File: src/rtl/mpio_gpio_pkg.sv
// constants for the multipurpose pin and gpio control block
// Function
// - pin one selector: hi-z, constants, thirteen sources
// - pin zero selector same map, resets 1101
// - code 0001 drives constant high
// - code 0010 drives constant low
// - a/b direction: b at 7:4, a 3:0
// - direction bit 0 input, 1 output
// - c direction bits 3:0, upper read zero
// - gpio settings act only when group assigned
// - direction selectable per pin
// - a/b output data: b 7:4, a 3:0
// - output bit 0 drives low, 1 high
// - output bit acts only when pin outputs
// - c output data bits 3:0, upper reserved
// - a/b input data read only, sensed levels
// - c input data read only, bits 3:0
// - input bit reads sensed pin level; code reads zero while its group is not gpio
// - both selectors share one register, one high
package mpio_gpio_pkg;
  // register indices; byte address is four times the index
  localparam logic [6:0] IDX_SOURCE_SEL  = 7'h78;
  localparam logic [6:0] IDX_AB_DIR      = 7'h79;
  localparam logic [6:0] IDX_C_DIR       = 7'h7A;
  localparam logic [6:0] IDX_AB_OUT      = 7'h7B;
  localparam logic [6:0] IDX_C_OUT       = 7'h7C;
  localparam logic [6:0] IDX_AB_IN       = 7'h7D;
  localparam logic [6:0] IDX_C_IN        = 7'h7E;
  localparam logic [6:0] IDX_GPIO_ASSIGN = 7'h7F;
  // reset values
  localparam logic [3:0] RST_SEL_ONE  = 4'h3;
  localparam logic [3:0] RST_SEL_ZERO = 4'hD;
  localparam logic [7:0] RST_AB       = 8'h00;
  localparam logic [3:0] RST_C        = 4'h0;
  localparam logic [2:0] RST_ASSIGN   = 3'h0;
  // selector codes
  localparam logic [3:0] SEL_HIZ       = 4'h0;
  localparam logic [3:0] SEL_CONST_HI  = 4'h1;
  localparam logic [3:0] SEL_CONST_LO  = 4'h2;
  localparam logic [3:0] SEL_FIRST_SRC = 4'h3;
  // field positions and sizes
  localparam int SEL_ONE_LSB  = 4;
  localparam int SEL_ZERO_LSB = 0;
  localparam int NUM_SRC      = 13;
  localparam int NUM_IO       = 12;
endpackage : mpio_gpio_pkg

File: src/rtl/mpio_gpio.sv
// multipurpose output pin selectors and gpio port with apb slave
//
// The implementer's own choice: the APB register port.
`timescale 1ns/100ps
module mpio_gpio
  import mpio_gpio_pkg::*;
(
  // clock and reset
  input  wire logic                mclk,
  input  wire logic                resetn,
  // apb slave
  input  wire logic                psel,
  input  wire logic                penable,
  input  wire logic                pwrite,
  input  wire logic [11:0]         paddr,
  input  wire logic [31:0]         pwdata,
  input  wire logic [3:0]          pstrb,
  output logic      [31:0]         prdata,
  output logic                     pready,
  output logic                     pslverr,
  // internal sources, codes 0011 upward in order
  input  wire logic [NUM_SRC-1:0]  route_src,
  // dedicated output pins
  output logic                     dedicated_out_pin_one_out,
  output logic                     dedicated_out_pin_one_oe,
  output logic                     dedicated_out_pin_zero_out,
  output logic                     dedicated_out_pin_zero_oe,
  // io pins: a at 3:0, b at 7:4, c at 11:8
  input  wire logic [NUM_IO-1:0]   io_pin_in,
  output logic      [NUM_IO-1:0]   io_pin_out,
  output logic      [NUM_IO-1:0]   io_pin_oe,
  // alternate function drive when a group is not gpio
  input  wire logic [NUM_IO-1:0]   alt_io_out,
  input  wire logic [NUM_IO-1:0]   alt_io_oe
);

  // register state
  logic [7:0]        source_sel_q;
  logic [7:0]        ab_dir_q;
  logic [3:0]        c_dir_q;
  logic [7:0]        ab_out_q;
  logic [3:0]        c_out_q;
  logic [2:0]        assign_q;
  logic [NUM_IO-1:0] sync1_q;
  logic [NUM_IO-1:0] sync2_q;
  logic [31:0]       prdata_q;
  logic              pready_q;
  logic              pslverr_q;
  logic              out_one_q;
  logic              oe_one_q;
  logic              out_zero_q;
  logic              oe_zero_q;
  logic [NUM_IO-1:0] io_out_q;
  logic [NUM_IO-1:0] io_oe_q;

  // address decode
  wire logic [6:0]  idx_w      = paddr[8:2];
  wire logic        addr_ok_w  = (paddr[1:0] == 2'b00) && (paddr[11:9] == 3'b000);
  wire logic        setup_w    = psel && !penable;
  wire logic        wr_w       = psel && penable && pready_q && pwrite && !pslverr_q
                                 && pstrb[0];
  wire logic        hit_w      = addr_ok_w && (idx_w >= IDX_SOURCE_SEL)
                                 && (idx_w <= IDX_GPIO_ASSIGN);
  // read only registers refuse writes
  wire logic        ro_w       = (idx_w == IDX_AB_IN) || (idx_w == IDX_C_IN);
  wire logic        err_d      = !hit_w || (pwrite && ro_w);

  // group masks: each gpio bit covers its four pins
  wire logic [NUM_IO-1:0] gmask_w = {{4{assign_q[2]}}, {4{assign_q[1]}}, {4{assign_q[0]}}};
  wire logic [NUM_IO-1:0] dir_w   = {c_dir_q, ab_dir_q};
  wire logic [NUM_IO-1:0] oval_w  = {c_out_q, ab_out_q};
  // sensed levels read zero while the group is not gpio
  wire logic [NUM_IO-1:0] in_w    = sync2_q & gmask_w;

  // read mux; reserved upper bits read zero
  logic [7:0] rd_w;
  always_comb begin
    rd_w = 8'h00;
    unique case (idx_w)
      IDX_SOURCE_SEL:  rd_w = source_sel_q;
      IDX_AB_DIR:      rd_w = ab_dir_q;
      IDX_C_DIR:       rd_w = {4'h0, c_dir_q};
      IDX_AB_OUT:      rd_w = ab_out_q;
      IDX_C_OUT:       rd_w = {4'h0, c_out_q};
      IDX_AB_IN:       rd_w = in_w[7:0];
      IDX_C_IN:        rd_w = {4'h0, in_w[11:8]};
      IDX_GPIO_ASSIGN: rd_w = {5'h00, assign_q};
      default:         rd_w = 8'h00;
    endcase
  end

  // apb answer: one wait-free access phase after every setup
  always_ff @(posedge mclk or negedge resetn) begin
    if (!resetn) begin
      prdata_q  <= 32'h0000_0000;
      pready_q  <= 1'b0;
      pslverr_q <= 1'b0;
    end else begin
      pready_q  <= setup_w;
      pslverr_q <= setup_w && err_d;
      prdata_q  <= (setup_w && !pwrite && !err_d) ? {24'h00_0000, rd_w} : 32'h0000_0000;
    end
  end

  // register writes take effect at the access edge
  always_ff @(posedge mclk or negedge resetn) begin
    if (!resetn) begin
      source_sel_q <= {RST_SEL_ONE, RST_SEL_ZERO};
      ab_dir_q     <= RST_AB;
      c_dir_q      <= RST_C;
      ab_out_q     <= RST_AB;
      c_out_q      <= RST_C;
      assign_q     <= RST_ASSIGN;
    end else if (wr_w) begin
      if (idx_w == IDX_SOURCE_SEL)  source_sel_q <= pwdata[7:0];
      if (idx_w == IDX_AB_DIR)      ab_dir_q     <= pwdata[7:0];
      if (idx_w == IDX_C_DIR)       c_dir_q      <= pwdata[3:0];
      if (idx_w == IDX_AB_OUT)      ab_out_q     <= pwdata[7:0];
      if (idx_w == IDX_C_OUT)       c_out_q      <= pwdata[3:0];
      if (idx_w == IDX_GPIO_ASSIGN) assign_q     <= pwdata[2:0];
    end
  end

  // two flops before any logic sees a pin
  always_ff @(posedge mclk or negedge resetn) begin
    if (!resetn) begin
      sync1_q <= '0;
      sync2_q <= '0;
    end else begin
      sync1_q <= io_pin_in;
      sync2_q <= sync1_q;
    end
  end

  // selector decode for the dedicated pins
  wire logic [3:0] sel_one_w  = source_sel_q[SEL_ONE_LSB +: 4];
  wire logic [3:0] sel_zero_w = source_sel_q[SEL_ZERO_LSB +: 4];
  wire logic [3:0] src_one_w  = sel_one_w - SEL_FIRST_SRC;
  wire logic [3:0] src_zero_w = sel_zero_w - SEL_FIRST_SRC;
  wire logic       rt_one_w   = route_src[src_one_w];
  wire logic       rt_zero_w  = route_src[src_zero_w];
  wire logic       oe_one_d   = (sel_one_w != SEL_HIZ);
  wire logic       oe_zero_d  = (sel_zero_w != SEL_HIZ);
  wire logic       out_one_d  = (sel_one_w == SEL_CONST_HI) ? 1'b1 :
                                (sel_one_w == SEL_CONST_LO) ? 1'b0 :
                                (sel_one_w >= SEL_FIRST_SRC) && rt_one_w;
  wire logic       out_zero_d = (sel_zero_w == SEL_CONST_HI) ? 1'b1 :
                                (sel_zero_w == SEL_CONST_LO) ? 1'b0 :
                                (sel_zero_w >= SEL_FIRST_SRC) && rt_zero_w;

  // gpio pins; output data only reaches a pin that drives
  wire logic [NUM_IO-1:0] io_oe_d  = (gmask_w & dir_w) | (~gmask_w & alt_io_oe);
  wire logic [NUM_IO-1:0] io_out_d = (gmask_w & dir_w & oval_w)
                                     | (~gmask_w & alt_io_out);

  // registered pin drive costs one cycle of latency on routed sources
  always_ff @(posedge mclk or negedge resetn) begin
    if (!resetn) begin
      out_one_q  <= 1'b0;
      oe_one_q   <= 1'b0;
      out_zero_q <= 1'b0;
      oe_zero_q  <= 1'b0;
      io_out_q   <= '0;
      io_oe_q    <= '0;
    end else begin
      out_one_q  <= out_one_d;
      oe_one_q   <= oe_one_d;
      out_zero_q <= out_zero_d;
      oe_zero_q  <= oe_zero_d;
      io_out_q   <= io_out_d;
      io_oe_q    <= io_oe_d;
    end
  end

  // outputs straight from flops
  assign prdata                     = prdata_q;
  assign pready                     = pready_q;
  assign pslverr                    = pslverr_q;
  assign dedicated_out_pin_one_out  = out_one_q;
  assign dedicated_out_pin_one_oe   = oe_one_q;
  assign dedicated_out_pin_zero_out = out_zero_q;
  assign dedicated_out_pin_zero_oe  = oe_zero_q;
  assign io_pin_out                 = io_out_q;
  assign io_pin_oe                  = io_oe_q;

  // checks on pin drive, input sync and reserved read bits
  property p_one_hiz;
    @(posedge mclk) disable iff (!resetn)
    (sel_one_w == SEL_HIZ) |=> !dedicated_out_pin_one_oe;
  endproperty
  a_one_hiz: assert property (p_one_hiz) else $error("pin one not released");

  property p_one_route;
    @(posedge mclk) disable iff (!resetn)
    (sel_one_w >= SEL_FIRST_SRC) |=> dedicated_out_pin_one_oe
      && (dedicated_out_pin_one_out == $past(route_src[sel_one_w - SEL_FIRST_SRC]));
  endproperty
  a_one_route: assert property (p_one_route) else $error("pin one wrong source");

  property p_zero_route;
    @(posedge mclk) disable iff (!resetn)
    (sel_zero_w == 4'hD) |=> (dedicated_out_pin_zero_out == $past(route_src[10]));
  endproperty
  a_zero_route: assert property (p_zero_route) else $error("pin zero wrong source");

  property p_const_hi;
    @(posedge mclk) disable iff (!resetn)
    (sel_zero_w == 4'h1) |=> dedicated_out_pin_zero_oe && dedicated_out_pin_zero_out;
  endproperty
  a_const_hi: assert property (p_const_hi) else $error("constant high missing");

  property p_const_lo;
    @(posedge mclk) disable iff (!resetn)
    (sel_one_w == 4'h2) |=> dedicated_out_pin_one_oe && !dedicated_out_pin_one_out;
  endproperty
  a_const_lo: assert property (p_const_lo) else $error("constant low missing");

  property p_gpio_drive;
    @(posedge mclk) disable iff (!resetn)
    1'b1 |=> ((io_pin_oe & $past(gmask_w)) == $past(dir_w & gmask_w))
      && ((io_pin_out & $past(gmask_w)) == $past(dir_w & oval_w & gmask_w));
  endproperty
  a_gpio_drive: assert property (p_gpio_drive) else $error("gpio drive wrong");

  property p_alt_drive;
    @(posedge mclk) disable iff (!resetn)
    (assign_q == 3'h0) |=> (io_pin_oe == $past(alt_io_oe));
  endproperty
  a_alt_drive: assert property (p_alt_drive) else $error("alt drive lost");

  property p_input_sync;
    @(posedge mclk) disable iff (!resetn)
    $stable(assign_q) |-> (in_w == ($past(io_pin_in, 2) & gmask_w));
  endproperty
  a_input_sync: assert property (p_input_sync) else $error("input level wrong");

  property p_rsv_zero;
    @(posedge mclk) disable iff (!resetn)
    (setup_w && !pwrite && (idx_w == IDX_C_DIR)) |=> (prdata[7:4] == 4'h0) && pready;
  endproperty
  a_rsv_zero: assert property (p_rsv_zero) else $error("reserved bits set");

endmodule : mpio_gpio

File: config.mk
export PLATFORM = sky130hd
export DESIGN_NAME = mpio_gpio
export DESIGN_NICKNAME = d
export VERILOG_FILES = /design/src/rtl/mpio_gpio_pkg.sv /design/src/rtl/mpio_gpio.sv
export SDC_FILE = /design/constraint.sdc
export NUM_CORES = 1
export LEC_CHECK = 0
export ABC_AREA = 1
export BUFFER_PORTS_ARGS = -buffer_cell sky130_fd_sc_hd__buf_2
export CORE_MARGIN = 1
export CORE_UTILIZATION = 50
export CTS_BUF_LIST = sky130_fd_sc_hd__clkbuf_4 sky130_fd_sc_hd__clkbuf_8
export CTS_CLUSTER_SIZE = 16
export DETAILED_ROUTE_END_ITERATION = 10
export PLACE_DENSITY = 0.84
export REMOVE_ABC_BUFFERS = 1
export SLEW_MARGIN = 20
export SYNTH_ARGS = -nofsm -noshare
export SYNTH_HDL_FRONTEND = slang
export SYNTH_SLANG_ARGS = --single-unit
File: constraint.sdc
create_clock -name mclk -period 2.7 [get_ports mclk]
set_clock_uncertainty 0.1 [all_clocks]
set_input_delay 0.405 -clock mclk [delete_from_list [all_inputs] [get_ports mclk]]
set_output_delay 0.405 -clock mclk [all_outputs]
set_load 0.005 [all_outputs]
==> impl_results.md <==
* CTS tree: yes
* H-tree levels at 3
* Post-synthesis cell type count at 28
* Power Density at 523 nW/um^2
* Hold path cells at 1
* CTS Root Cell: clkbuf_8
* Final hold violation count at 0
* R2r startpoint: source_sel_q[0]
* Post-route DRC at 4
* Row count at 34
* Worst endpoint required time at 2.90 ns
* Hold EP: sync1_q[11]
* Post-Syn Area at 4620 sq um
* Post_cts resized at 0
* Post-route minimum period at 1.99 ns
* MaxCap Viol Count at 0
* Reg clk slew, reported paths at 0.10 ns
* Fin Setup TNS at 0 ns
* Startpoint Class: flip-flop
* Compound-Gate Fraction of Synth Area at 0.0671
* Via count at 3784
* Slew Viols, Final at 0
* Leading area contributor after synthesis: dfrtp_1
* FF-to-FF path depth at 9
* Warnings, synthesis at 0
* Mean Syn Cell Area at 8.75 sq um
* GRT busiest layer: met2
* Leakage at 2.85 nW
* FF+latch count, synth at 97
* Yosys top cell area share at 0.498
* GP Congestion at 0.862
* Die width at 98.1 um
* Total CTS buffers at 9
* Port Buffers at 112
* VDD IR max at 0.344 mV
* Clk sinks at 97
* Die height at 98.1 um
* First-pass GRT wire length at 17500 um
* Vias/cell at 5.04
* 1st-iter DRT viols at 373
* Starting Density at 0.522
* Grt met1 use at 0.300
* Adder-cell share of the synthesized area at 0.0217
* Post-synthesis mux area share at 0.0292
* Status: complete, but fails checks
* Failing checks: design-rule violations
* Core region area at 8850 sq um
* RSZ-0062 raised after global routing: no
* Register-to-register setup slack at 0.71 ns
* Clk buf depth at 2
* Initial antenna violation count at 0
* Utilization after layout at 0.613
* Hold wc startpoint: io_pin_in[11]
* Pre-antenna DRT Iters at 9
* Proportion of layout cells with a drive suffix above 1 at 0.261
* M2 GR Usage at 0.392
* Tcrit/Tclk final at 0.736
* Crit path max fanout at 13
* Sequential-to-total area share from yosys stat at 0.527
* Largest family of logic cells by synthesized area: simple AND/OR/NAND/NOR gates
* Simple-gate share of the synthesized area at 0.253
* Met3 Resource Use GR at 0.0437
* Area Overhead vs Synth at 17.3%
* Crit path arrival time at 2.19 ns
* Routed length per instance at 13.9 um
* IO Count at 164
* Count of final setup violators at 0
* Slew margin rel. at 0.573
* Post-CTS setup buffer count at 0
* Critical R2R Capture: dedicated_out_pin_zero_out
* Ranking of synthesized cells by area: dfrtp_1 (50%), nand2_1 (10%), nand3_1 (9.0%)
* WS Path Type: flip-flop to flip-flop
* Grt ovf at 0
* # nets final at 748
* Slew @ Worst Pin at 0.641 ns
* # hold bufs at CTS at 1
* WL final at 10400 um
* DP HPWL at 7590 um
* Fill cells at 782
* N_diodes at 0
* Xor and xnor area share after synthesis at 0
* Worst min path class: input port to flip-flop
* Total Routing Usage GR at 0.232
* Fmax at 0.503 GHz
* Vias in the first global route at 3754
* Clock latency on the worst-skew pair at 0.37 ns
* Synth Instances at 528
* Worst Setup End Kind: flip-flop
* Antenna viol nets, final at 0
* DIE AREA at 9630 sq um
* Largest net degree at the start of global routing at 98
## cell usage after synthesis (all sizes together)
master and number:
buf 31, a21oi 4, inv 54, nand4 3
dfstp 5, and3 1, ha 8, nand3 83
nor4 1, conb 1, clkbuf 8, o21ai 49
a21boi 1, dfrtp 92, nand2 127, o211ai 1
nand3b 2, nor2 45, mux2 12
## metal layers
layer / wire length (um) / up-vias / share of wire
met5: 0 / - / 0
met4: 157 / 0 / 0.015
met3: 731 / 14 / 0.070
met2: 5080 / 152 / 0.49
met1: 4480 / 1754 / 0.43
li1: - / 1864 / -
## cell type report
cell class / instances / area (sq um) / area share
clock buffer: 10 / 131 / 0.0242
clock inverter: 6 / 113 / 0.0208
inverter: 54 / 205 / 0.0378
multi-input combinational: 361 / 1800 / 0.333
sequential: 97 / 2430 / 0.449
tap: 108 / 135 / 0.0249
timing repair buffer: 115 / 601 / 0.111
## sequential cells by signal (all words and copies together) (netlist names), 3 cells and up
| register | count |
|---|---|
| ab_dir_q | 8 |
| sync1_q | 12 |
| io_pin_out | 12 |
| source_sel_q | 8 |
| io_pin_oe | 12 |
| c_out_q | 4 |
| sync2_q | 12 |
| ab_out_q | 8 |
| c_dir_q | 4 |
| prdata | 8 |
| assign_q | 3 |
## stage by stage
step	setup WS [ns]	cell area, sq um	cells	hold WS, ns	total power [W]
3_5_place_dp	0.715	5170	734	0.236	0.00174
6_report	0.713	5420	751	0.0412	0.00284
5_1_grt	0.516	5420	751	0.0268	0.00295
3_3_place_gp	0.702	5170	734	0.234	0.00173
4_1_cts	0.693	5420	751	0.0330	0.00286
2_1_floorplan	0.674	4440	512	0.00941	0.00160
## how the worst max path moves through the flow
stage          cells past startpoint                         end  slack, ns             from
5_1_grt                            9  dedicated_out_pin_zero_out       0.52  source_sel_q[0]
4_1_cts                            9  dedicated_out_pin_zero_out       0.69  source_sel_q[0]
3_3_place_gp                       9  dedicated_out_pin_zero_out       0.70  source_sel_q[0]
2_1_floorplan                      7                  c_out_q[0]       0.67         paddr[7]
3_5_place_dp                       9  dedicated_out_pin_zero_out       0.71  source_sel_q[0]
6_report                           9  dedicated_out_pin_zero_out       0.71  source_sel_q[0]
## where the power goes
group	internal [W]	switching (W)	leakage (nW)	total (W)
Sequential	0.00149	0.0000135	1.22	0.00151
Combinational	0.0000802	0.000122	1.50	0.000203
Clock	0.000631	0.000499	0.125	0.00113
## worst max-delay path, cell delays in order (launching register included)
cell and delay, ns:
dfstp_2 0.68, inv_1 0.20, ha_1 0.40, inv_1 0.13, nand3_1 0.08, nor2_1 0.11, nor2_1 0.05, nand2_1 0.05
nand3_1 0.06, nand2_1 0.06
## placed cells by master, fill, tap and decap left out, drive strengths merged
| master | netlist | layout |
|---|---|---|
| conb | 1 | 24 |
| mux2 | 12 | 12 |
| nand3 | 83 | 83 |
| nor2 | 45 | 45 |
| nand2 | 127 | 127 |
| ha | 8 | 8 |
| clkbuf | 8 | 10 |
| nand4 | 3 | 3 |
| dfstp | 5 | 5 |
| o21ai | 49 | 49 |
| o211ai | 1 | 1 |
| a21oi | 4 | 4 |
| nor4 | 1 | 1 |
| dfrtp | 92 | 92 |
| buf | 31 | 114 |
| a21boi | 1 | 1 |
| clkinv | 0 | 1 |
| dlygate4sd3 | 0 | 1 |
| nand3b | 2 | 2 |
| inv | 54 | 56 |
| and3 | 1 | 1 |
| bufinv | 0 | 3 |
## cells by family after synthesis
logic type               count (synthesis)
adder cells (fa/ha/maj)                  8
AO/OA/AOI/OAI                           55
AND/OR/NAND/NOR                        262
buffers and inverters                   93
flip-flops                              97
multiplexers                            12
other                                    1
No activity file was read; power rests on OpenSTA's default activity.
